File: src/rtl/ptf_pkg.sv
// constants, field layout and carrier types of the port task-file block
// assumes one adapter clock domain shared by all users of the package
`default_nettype none

package ptf_pkg;

   // register byte offsets
   localparam logic [7:0] INT_STS_OFF = 8'h10;
   localparam logic [7:0] INT_MSK_OFF = 8'h14;
   localparam logic [7:0] CTRL_OFF = 8'h18;
   localparam logic [7:0] TFD_OFF = 8'h20;
   localparam logic [7:0] SIG_OFF = 8'h24;

   // task-file copy layout
   localparam int TFD_ERR_LSB = 8;
   localparam int TFD_STS_LSB = 0;
   localparam int STS_BSY_BIT = 7;
   localparam int STS_DRQ_BIT = 3;
   localparam int STS_ERR_BIT = 0;
   localparam logic [7:0] STS_KEEP_SDB = 8'h88;
   localparam logic [7:0] TFD_ERR_RST = 8'h00;
   localparam logic [7:0] TFD_STS_RST = 8'h7f;

   // signature layout and reset value
   localparam int SIG_HI_LSB = 24;
   localparam int SIG_MID_LSB = 16;
   localparam int SIG_LOW_LSB = 8;
   localparam int SIG_CNT_LSB = 0;
   localparam logic [31:0] SIG_RST = 32'h0fffffff;

   // control register
   localparam int CTRL_CLO_BIT = 3;

   // interrupt status / mask bits
   localparam int INT_TF_BIT = 0;
   localparam int INT_SIG_BIT = 1;
   localparam int INT_CLO_BIT = 2;
   localparam int INT_W = 3;
   localparam logic [INT_W-1:0] INT_RST = 3'h0;

   typedef enum logic [1:0]
   {
      FIS_D2H = 2'h0,
      FIS_PIO = 2'h1,
      FIS_SDB = 2'h2
   } ptf_fis_kind_e;

   typedef enum logic [1:0]
   {
      CLO_IDLE = 2'h0,
      CLO_FORCE = 2'h1,
      CLO_WAIT = 2'h3
   } ptf_clo_e;

   // one received frame, presented for one cycle with valid high
   typedef struct packed
   {
      logic valid;
      ptf_fis_kind_e kind;
      logic [7:0] status;
      logic [7:0] error;
      logic [7:0] lba_hi;
      logic [7:0] lba_mid;
      logic [7:0] lba_low;
      logic [7:0] sec_cnt;
   } ptf_fis_s;

endpackage

`default_nettype wire

File: src/rtl/ptf_sig_cap.sv
// one-shot capture of the attached drive's signature
// assumes frames and the rearm pulse come from logic on sys_clk_i
`default_nettype none

module ptf_sig_cap
(
   input wire logic sys_clk_i,
   input wire logic sys_rst_i,
   input wire logic rearm_i,
   input wire ptf_pkg::ptf_fis_s fis_i,
   output logic [31:0] sig_o,
   output logic done_o,
   output logic captured_o
);
   import ptf_pkg::*;

   typedef struct packed
   {
      logic [31:0] sig;
      logic done;
      logic cap;
   } ptf_sig_st_s;

   localparam ptf_sig_st_s ST_RST = '{sig: SIG_RST, done: 1'b0, cap: 1'b0};

   ptf_sig_st_s st_r;
   ptf_sig_st_s st_nxt;
   logic take;

   assign take = fis_i.valid && fis_i.kind == FIS_D2H && !st_r.done;

   always_comb
   begin
      st_nxt = st_r;
      st_nxt.cap = 1'b0;
      // a new reset sequence reopens the capture window
      if (rearm_i)
      begin
         st_nxt.sig = SIG_RST; // [RL10]
         st_nxt.done = 1'b0;
      end
      else if (take)
      begin
         st_nxt.sig[SIG_HI_LSB +: 8] = fis_i.lba_hi; // [RL11]
         st_nxt.sig[SIG_MID_LSB +: 8] = fis_i.lba_mid;
         st_nxt.sig[SIG_LOW_LSB +: 8] = fis_i.lba_low;
         st_nxt.sig[SIG_CNT_LSB +: 8] = fis_i.sec_cnt;
         st_nxt.done = 1'b1; // [RL9]
         st_nxt.cap = 1'b1;
      end
   end

   always_ff @(posedge sys_clk_i)
   begin
      if (sys_rst_i)
         st_r <= ST_RST;
      else
         st_r <= st_nxt;
   end

   assign sig_o = st_r.sig;
   assign done_o = st_r.done;
   assign captured_o = st_r.cap;
endmodule

`default_nettype wire

File: src/rtl/ptf_regs.sv
// port task-file copy and drive signature registers with interrupt logic
// assumes frames, reset-sequence pulse and register strobes are driven
// by logic on sys_clk_i, one cycle each
//
// Local design decision: strobed register access.
`default_nettype none

// Behaviour
// [RL1] D2H register, PIO setup and set-device-bits frames update the copy.
// [RL2] A set-device-bits frame leaves the busy and data-request bits alone.
// [RL3] Copy bits 15:8 hold the latest error byte and reset to zero.
// [RL4] Copy bits 7:0 hold the latest status byte and reset to 7Fh.
// [RL5] The whole status byte is copied, command-specific bits included.
// [RL6] Status bit 7 is the drive-busy flag used by the adapter.
// [RL7] Status bit 3 is the data-request flag used by the adapter.
// [RL8] Status bit 0 is the drive error flag used by the adapter.
// [RL9] The signature takes the fields of the first D2H register frame.
// [RL10] The signature is written once per reset sequence and then holds.
// [RL11] The signature packs LBA high, mid, low and sector count from bit 31.
// [RL12] The override forces busy and data-request low, then clears itself.
// [RL13] Copy bits 31:16 read zero and software writes to both are ignored.
module ptf_regs
#(
   parameter int AW = 8
)
(
   input wire logic sys_clk_i,
   input wire logic sys_rst_i,
   input wire logic [AW-1:0] reg_addr_i,
   input wire logic [31:0] reg_wdata_i,
   input wire logic reg_wr_i,
   input wire logic reg_rd_i,
   output logic [31:0] reg_rdata_o,
   input wire ptf_pkg::ptf_fis_s fis_i,
   input wire logic port_reset_i,
   output logic drive_busy_flag_o,
   output logic data_request_flag_o,
   output logic drive_error_o,
   output logic sig_valid_o,
   output logic irq_o
);
   import ptf_pkg::*;

   if (AW < 8)
   begin : g_aw_check
      $error("address width too small for the register map");
   end

   typedef struct packed
   {
      logic [7:0] err;
      logic [7:0] sts;
      ptf_clo_e command_list_override;
      logic [INT_W-1:0] ists;
      logic [INT_W-1:0] imsk;
      logic [31:0] rdata;
      logic irq;
   } ptf_regs_st_s;

   // reset image: copy reads 0000007fh, override idle, no interrupt
   localparam ptf_regs_st_s ST_RST = '{
      err: TFD_ERR_RST,
      sts: TFD_STS_RST,
      command_list_override: CLO_IDLE,
      ists: INT_RST,
      imsk: INT_RST,
      rdata: 32'h0,
      irq: 1'b0
   };

   ptf_regs_st_s st_r;
   ptf_regs_st_s st_nxt;

   logic [31:0] sig_w;
   logic sig_done_w;
   logic sig_cap_w;
   logic clo_set;
   logic rd_ists;
   logic [INT_W-1:0] ev;

   // address compare shared by strobes, read mux and checks
   function automatic logic hit
   (
      input logic [AW-1:0] a,
      input logic [7:0] off
   );
      return a == AW'(off);
   endfunction

   // capture sits apart so no register write can reach its one-shot state
   ptf_sig_cap ptf_sig_cap_i
   (
      .sys_clk_i(sys_clk_i),
      .sys_rst_i(sys_rst_i),
      .rearm_i(port_reset_i), // [RL10]
      .fis_i(fis_i),
      .sig_o(sig_w), // [RL9] [RL11]
      .done_o(sig_done_w),
      .captured_o(sig_cap_w)
   );

   // only a written one starts an override; a written zero does nothing
   assign clo_set = reg_wr_i && hit(reg_addr_i, CTRL_OFF)
      && reg_wdata_i[CTRL_CLO_BIT];
   assign rd_ists = reg_rd_i && hit(reg_addr_i, INT_STS_OFF);

   always_comb
   begin
      st_nxt = st_r;
      st_nxt.rdata = 32'h0;
      ev = '0;

      // frame capture into the task-file copy
      if (fis_i.valid)
      begin
         st_nxt.err = fis_i.error; // [RL3]
         ev[INT_TF_BIT] = 1'b1; // [RL1]
         if (fis_i.kind == FIS_SDB)
         begin
            // busy and data-request are not carried by this frame
            st_nxt.sts = (fis_i.status & ~STS_KEEP_SDB)
               | (st_r.sts & STS_KEEP_SDB); // [RL2]
         end
         else
         begin
            st_nxt.sts = fis_i.status; // [RL4] [RL5]
         end
      end

      // override sequence; forcing runs after capture so it wins
      case (st_r.command_list_override)
         CLO_IDLE:
         begin
            if (clo_set)
               st_nxt.command_list_override = CLO_FORCE;
         end
         CLO_FORCE:
         begin
            st_nxt.sts[STS_BSY_BIT] = 1'b0; // [RL12] [RL6]
            st_nxt.sts[STS_DRQ_BIT] = 1'b0; // [RL12] [RL7]
            st_nxt.command_list_override = CLO_WAIT;
         end
         CLO_WAIT:
         begin
            // defensive only: forcing always precedes this state
            if (!st_r.sts[STS_BSY_BIT] && !st_r.sts[STS_DRQ_BIT])
            begin
               st_nxt.command_list_override = CLO_IDLE; // [RL12]
               ev[INT_CLO_BIT] = 1'b1;
            end
            else
            begin
               st_nxt.command_list_override = CLO_FORCE;
            end
         end
         default:
         begin
            st_nxt.command_list_override = CLO_IDLE;
         end
      endcase

      ev[INT_SIG_BIT] = sig_cap_w;

      // read clears the sticky bits; a same-cycle event still lands
      st_nxt.ists = (rd_ists ? INT_RST : st_r.ists) | ev;

      if (reg_wr_i && hit(reg_addr_i, INT_MSK_OFF))
         st_nxt.imsk = reg_wdata_i[INT_W-1:0];

      st_nxt.irq = |(st_nxt.ists & st_nxt.imsk);

      // read data stand for the single cycle after the strobe
      if (reg_rd_i)
      begin
         if (hit(reg_addr_i, TFD_OFF))
         begin
            st_nxt.rdata[TFD_ERR_LSB +: 8] = st_r.err; // [RL13]
            st_nxt.rdata[TFD_STS_LSB +: 8] = st_r.sts;
         end
         else if (hit(reg_addr_i, SIG_OFF))
         begin
            st_nxt.rdata = sig_w;
         end
         else if (hit(reg_addr_i, INT_STS_OFF))
         begin
            st_nxt.rdata[INT_W-1:0] = st_r.ists;
         end
         else if (hit(reg_addr_i, INT_MSK_OFF))
         begin
            st_nxt.rdata[INT_W-1:0] = st_r.imsk;
         end
         else if (hit(reg_addr_i, CTRL_OFF))
         begin
            st_nxt.rdata[CTRL_CLO_BIT] = (st_r.command_list_override != CLO_IDLE);
         end
      end
   end

   // one register stage for all state but the signature; outputs other than sig_valid_o tap it directly
   always_ff @(posedge sys_clk_i)
   begin
      if (sys_rst_i)
         st_r <= ST_RST;
      else
         st_r <= st_nxt;
   end

   assign reg_rdata_o = st_r.rdata;
   assign drive_busy_flag_o = st_r.sts[STS_BSY_BIT]; // [RL6]
   assign data_request_flag_o = st_r.sts[STS_DRQ_BIT]; // [RL7]
   assign drive_error_o = st_r.sts[STS_ERR_BIT]; // [RL8]
   assign sig_valid_o = sig_done_w;
   assign irq_o = st_r.irq;
endmodule

`default_nettype wire

File: config.mk
export PLATFORM = sky130hd
export DESIGN_NAME = ptf_regs
export DESIGN_NICKNAME = d
export VERILOG_FILES = /design/src/rtl/ptf_pkg.sv /design/src/rtl/ptf_sig_cap.sv /design/src/rtl/ptf_regs.sv
export SDC_FILE = /design/constraint.sdc
export NUM_CORES = 1
export LEC_CHECK = 0
export CAP_MARGIN = 20
export CORE_MARGIN = 3
export CORE_UTILIZATION = 60
export DETAILED_ROUTE_END_ITERATION = 10
export DONT_BUFFER_PORTS = 1
export PLACE_DENSITY = 0.87
export SLEW_MARGIN = 5
export SYNTH_ARGS = -nofsm -noshare
export SYNTH_HDL_FRONTEND = slang
export SYNTH_SLANG_ARGS = --single-unit
export TNS_END_PERCENT = 30
File: constraint.sdc
create_clock -name sys_clk_i -period 1.91 [get_ports sys_clk_i]
set_input_delay 0.4775 -clock sys_clk_i [delete_from_list [all_inputs] [get_ports sys_clk_i]]
set_output_delay 0.4775 -clock sys_clk_i [all_outputs]
set_load 0.01 [all_outputs]
==> metrics.txt <==
Top Ports=133; syn nets=470; number of synthesized flops with an enable pin=0; M2 GR Usage=36.1%; first-pass GRT wire length=11,100 um; drt first pass iters=4; DIE HEIGHT=82.3 um; largest family of logic cells by synthesized area=simple AND/OR/NAND/NOR gates; grt peak-use layer=met2; mean area per synthesized cell=9.33 um^2; number of setup buffers added after CTS=0; post-synthesis xor/xnor area fraction=0%; Period Utilization, post-route=78.1%; ys async rst share=0%; Pleak=1.50 nW; mux share of post-synthesis cell area=4.88%; Psw=743 uW; Gate Count Post-Synth=374; Seq/Total Area, Yosys=52.2%; Post-Route WL=7060 um; Worst Path Arrival=1.69 ns; Int Pwr=2.74 mW; synthesized-area fraction occupied by adder cells=0%; sw frac=21.3%; status=completed; fin cells=424; Critical Path End Type=register; insertion delay to the later sink of the worst-skew pair=0.34 ns; Final Max Slew Viols=0; drt wl/cell=16.6 um; CP max FO=19; worst path cell trace=or4b_1, buf_4, nand2_1, nand3_1; Post-synth top cells=91 x dfxtp_1, 75 x nand2_1, 33 x buf_4; clock sink count=91; Worst-Margin Slew=0.575 ns; # fillers=463; CTS tree=done; leading area contributor after synthesis=dfxtp_1; largest net degree at the start of global routing=21; GP Congestion=0.800; Initial Util=62.6%; Yosys cell types=36; Chip Width=82.3 um; # resized after CTS=0; Area growth syn-to-layout=2.55%; DR vias=2,378; Max stage delay cell, worst path=or4b_1; DP HPWL=5060 um; Worst setup SP type=register; flip-flop and latch count after synthesis=91; CTS max path bufs=2; Peak VDD IR=0.590 mV; # diodes=0; Reg power frac=56.2%; post-route cell area=3580 um^2; DRT iter0 DRCs=141; Worst Hold Class=in -> reg; post-layout minimum cycle time=1.49 ns; count leader, synth=dfxtp_1; post-route antenna net violation count=0; core area=5570 um^2; Synth Cell Area=3490 um^2; DRC viols=0; DP Area=3360 um^2; RSZ-0062 raised after global routing=false; Rows=27; relative slew slack=61.2%; YS warnings=0; share of cells above drive strength 1=10.5%; Pwr Total=3.49 mW; Setup TNS Final=0 ns; max cap viols=0; Post-Synth Simple-Gate Area=24.6%; Logic pwr share=4.2%; complex-gate fraction of the synthesized area=8.21%; Critical Path RT=2.11 ns; DR vias/cell=5.61; GR Layer Usage met3=6.94%; PortBufs=0; f_max=0.670 GHz; Fin. Hold Viols=0; synth top area cells=dfxtp_1 52%, nand2_1 8.1%, buf_4 7.1%; Die ar.=6770 um^2; Num CTS Buffers=9; clk slew on worst S/H paths=0.09 ns; placed cells=408; clock network fraction of design power=39.6%; antenna violations before repair=0; Primary FF master, synth=dfxtp_1; Util after Layout=64.2%; Post-CTS Hold Buffers=0; top cell type's share of synthesized area=52.2%; H-tree depth=3; GR Overflow Total=0; number of global-route vias before repair=2,313; Power per Cell Area=974 nW/um^2; CP Class=reg -> reg; Final Setup Violations=0; GRT Total Usage=22.0%; delay of the slowest cell on the worst path=0.57 ns; Nets=443; GR Layer Usage met1=26.1%; clk_skew=0.00947 ns; Root Buffer=clkbuf_8
[through the flow]
| stage | worst slack [ns] | hold WS, ns |
|---|---|---|
| after detailed placement | 0.175 | 0.444 |
| final | 0.418 | 0.195 |
| after global routing | 0.339 | 0.166 |
| after CTS | 0.413 | 0.174 |
| after floorplan | 0.235 | 0.430 |
| after global placement | 0.201 | 0.434 |
[metal layers]
| metal | vias to the layer above | wire [um] |
|---|---|---|
| met5 | - | 0 |
| met4 | 0 | 80 |
| met3 | 8 | 664 |
| met2 | 90 | 3540 |
| met1 | 1103 | 2780 |
| li1 | 1177 | - |
[placed cells by master, fill, tap and decap left out, types with 2 or more instances in the layout]
cell        n
dfxtp_1    91
mux2i_1    17
inv_6       2
and4_1      2
o21ai_0     2
nand3_1    30
a222oi_1    3
a21oi_1     5
bufinv_16   2
clkinv_2    2
nor2_1     30
and2_1     19
o31a_1      2
a22oi_1     8
o21a_1      2
a22o_1      7
buf_4      14
nor4b_4     3
clkbuf_8    9
nor4b_1     2
inv_1       5
or4b_1      2
nor2b_1     2
a31oi_1     3
nand2_1    75
[power groups by stage]
| stage | sequential [mW] | combinational (mW) | clock, mW |
|---|---|---|---|
| 3_3_place_gp | 2.00 | 0.142 | 0 |
| 6_report | 1.96 | 0.146 | 1.38 |
| 4_1_cts | 1.96 | 0.147 | 1.43 |
| 5_1_grt | 1.96 | 0.165 | 1.51 |
| 3_5_place_dp | 2.00 | 0.147 | 0 |
| 2_1_floorplan | 2.00 | 0.126 | 0 |
[cell type report]
type / instances / area [um^2] / area share (%)
clock buffers: 10 / 128 / 3.57
well taps: 72 / 90.1 / 2.52
repair buffers: 14 / 105 / 2.94
inverters: 5 / 18.8 / 0.524
clock inverters: 6 / 87.6 / 2.45
flip-flops and latches: 91 / 1820 / 50.9
multi-input cells: 226 / 1330 / 37.1
[worst max-delay path: cells and delay by family (launching register included)]
family,cells,cell delay [ns]
simple gates,3,0.73
flops,1,0.39
buf+inv,1,0.22
[logic make-up (layout without fill, tap and decap cells)]
group / count (synthesis) / count (layout)
simple gates: 172 / 172
compound gates: 37 / 37
mux: 17 / 17
buf+inv: 57 / 35
flops: 91 / 91
[worst paths after layout]
path,from,to,slack (ns),cells after the start
max,ptf_sig_cap_i.done_o,ptf_sig_cap_i.sig_o[20],0.42,4
min,sys_rst_i,st_r[56],0.20,1
max reg2reg,ptf_sig_cap_i.done_o,ptf_sig_cap_i.sig_o[20],0.42,4
min reg2reg,ptf_sig_cap_i.sig_o[30],ptf_sig_cap_i.sig_o[30],0.45,2
[sequential cells by signal, indices dropped and copies added, names as in the netlist]
register                  flops
ptf_sig_cap_i.sig_o          32
reg_rdata_o                  32
st_r                         21
data_request_flag_o           1
drive_busy_flag_o             1
drive_error_o                 1
irq_o                         1
ptf_sig_cap_i.captured_o      1
ptf_sig_cap_i.done_o          1
No activity file was read; power rests on OpenSTA's default activity.
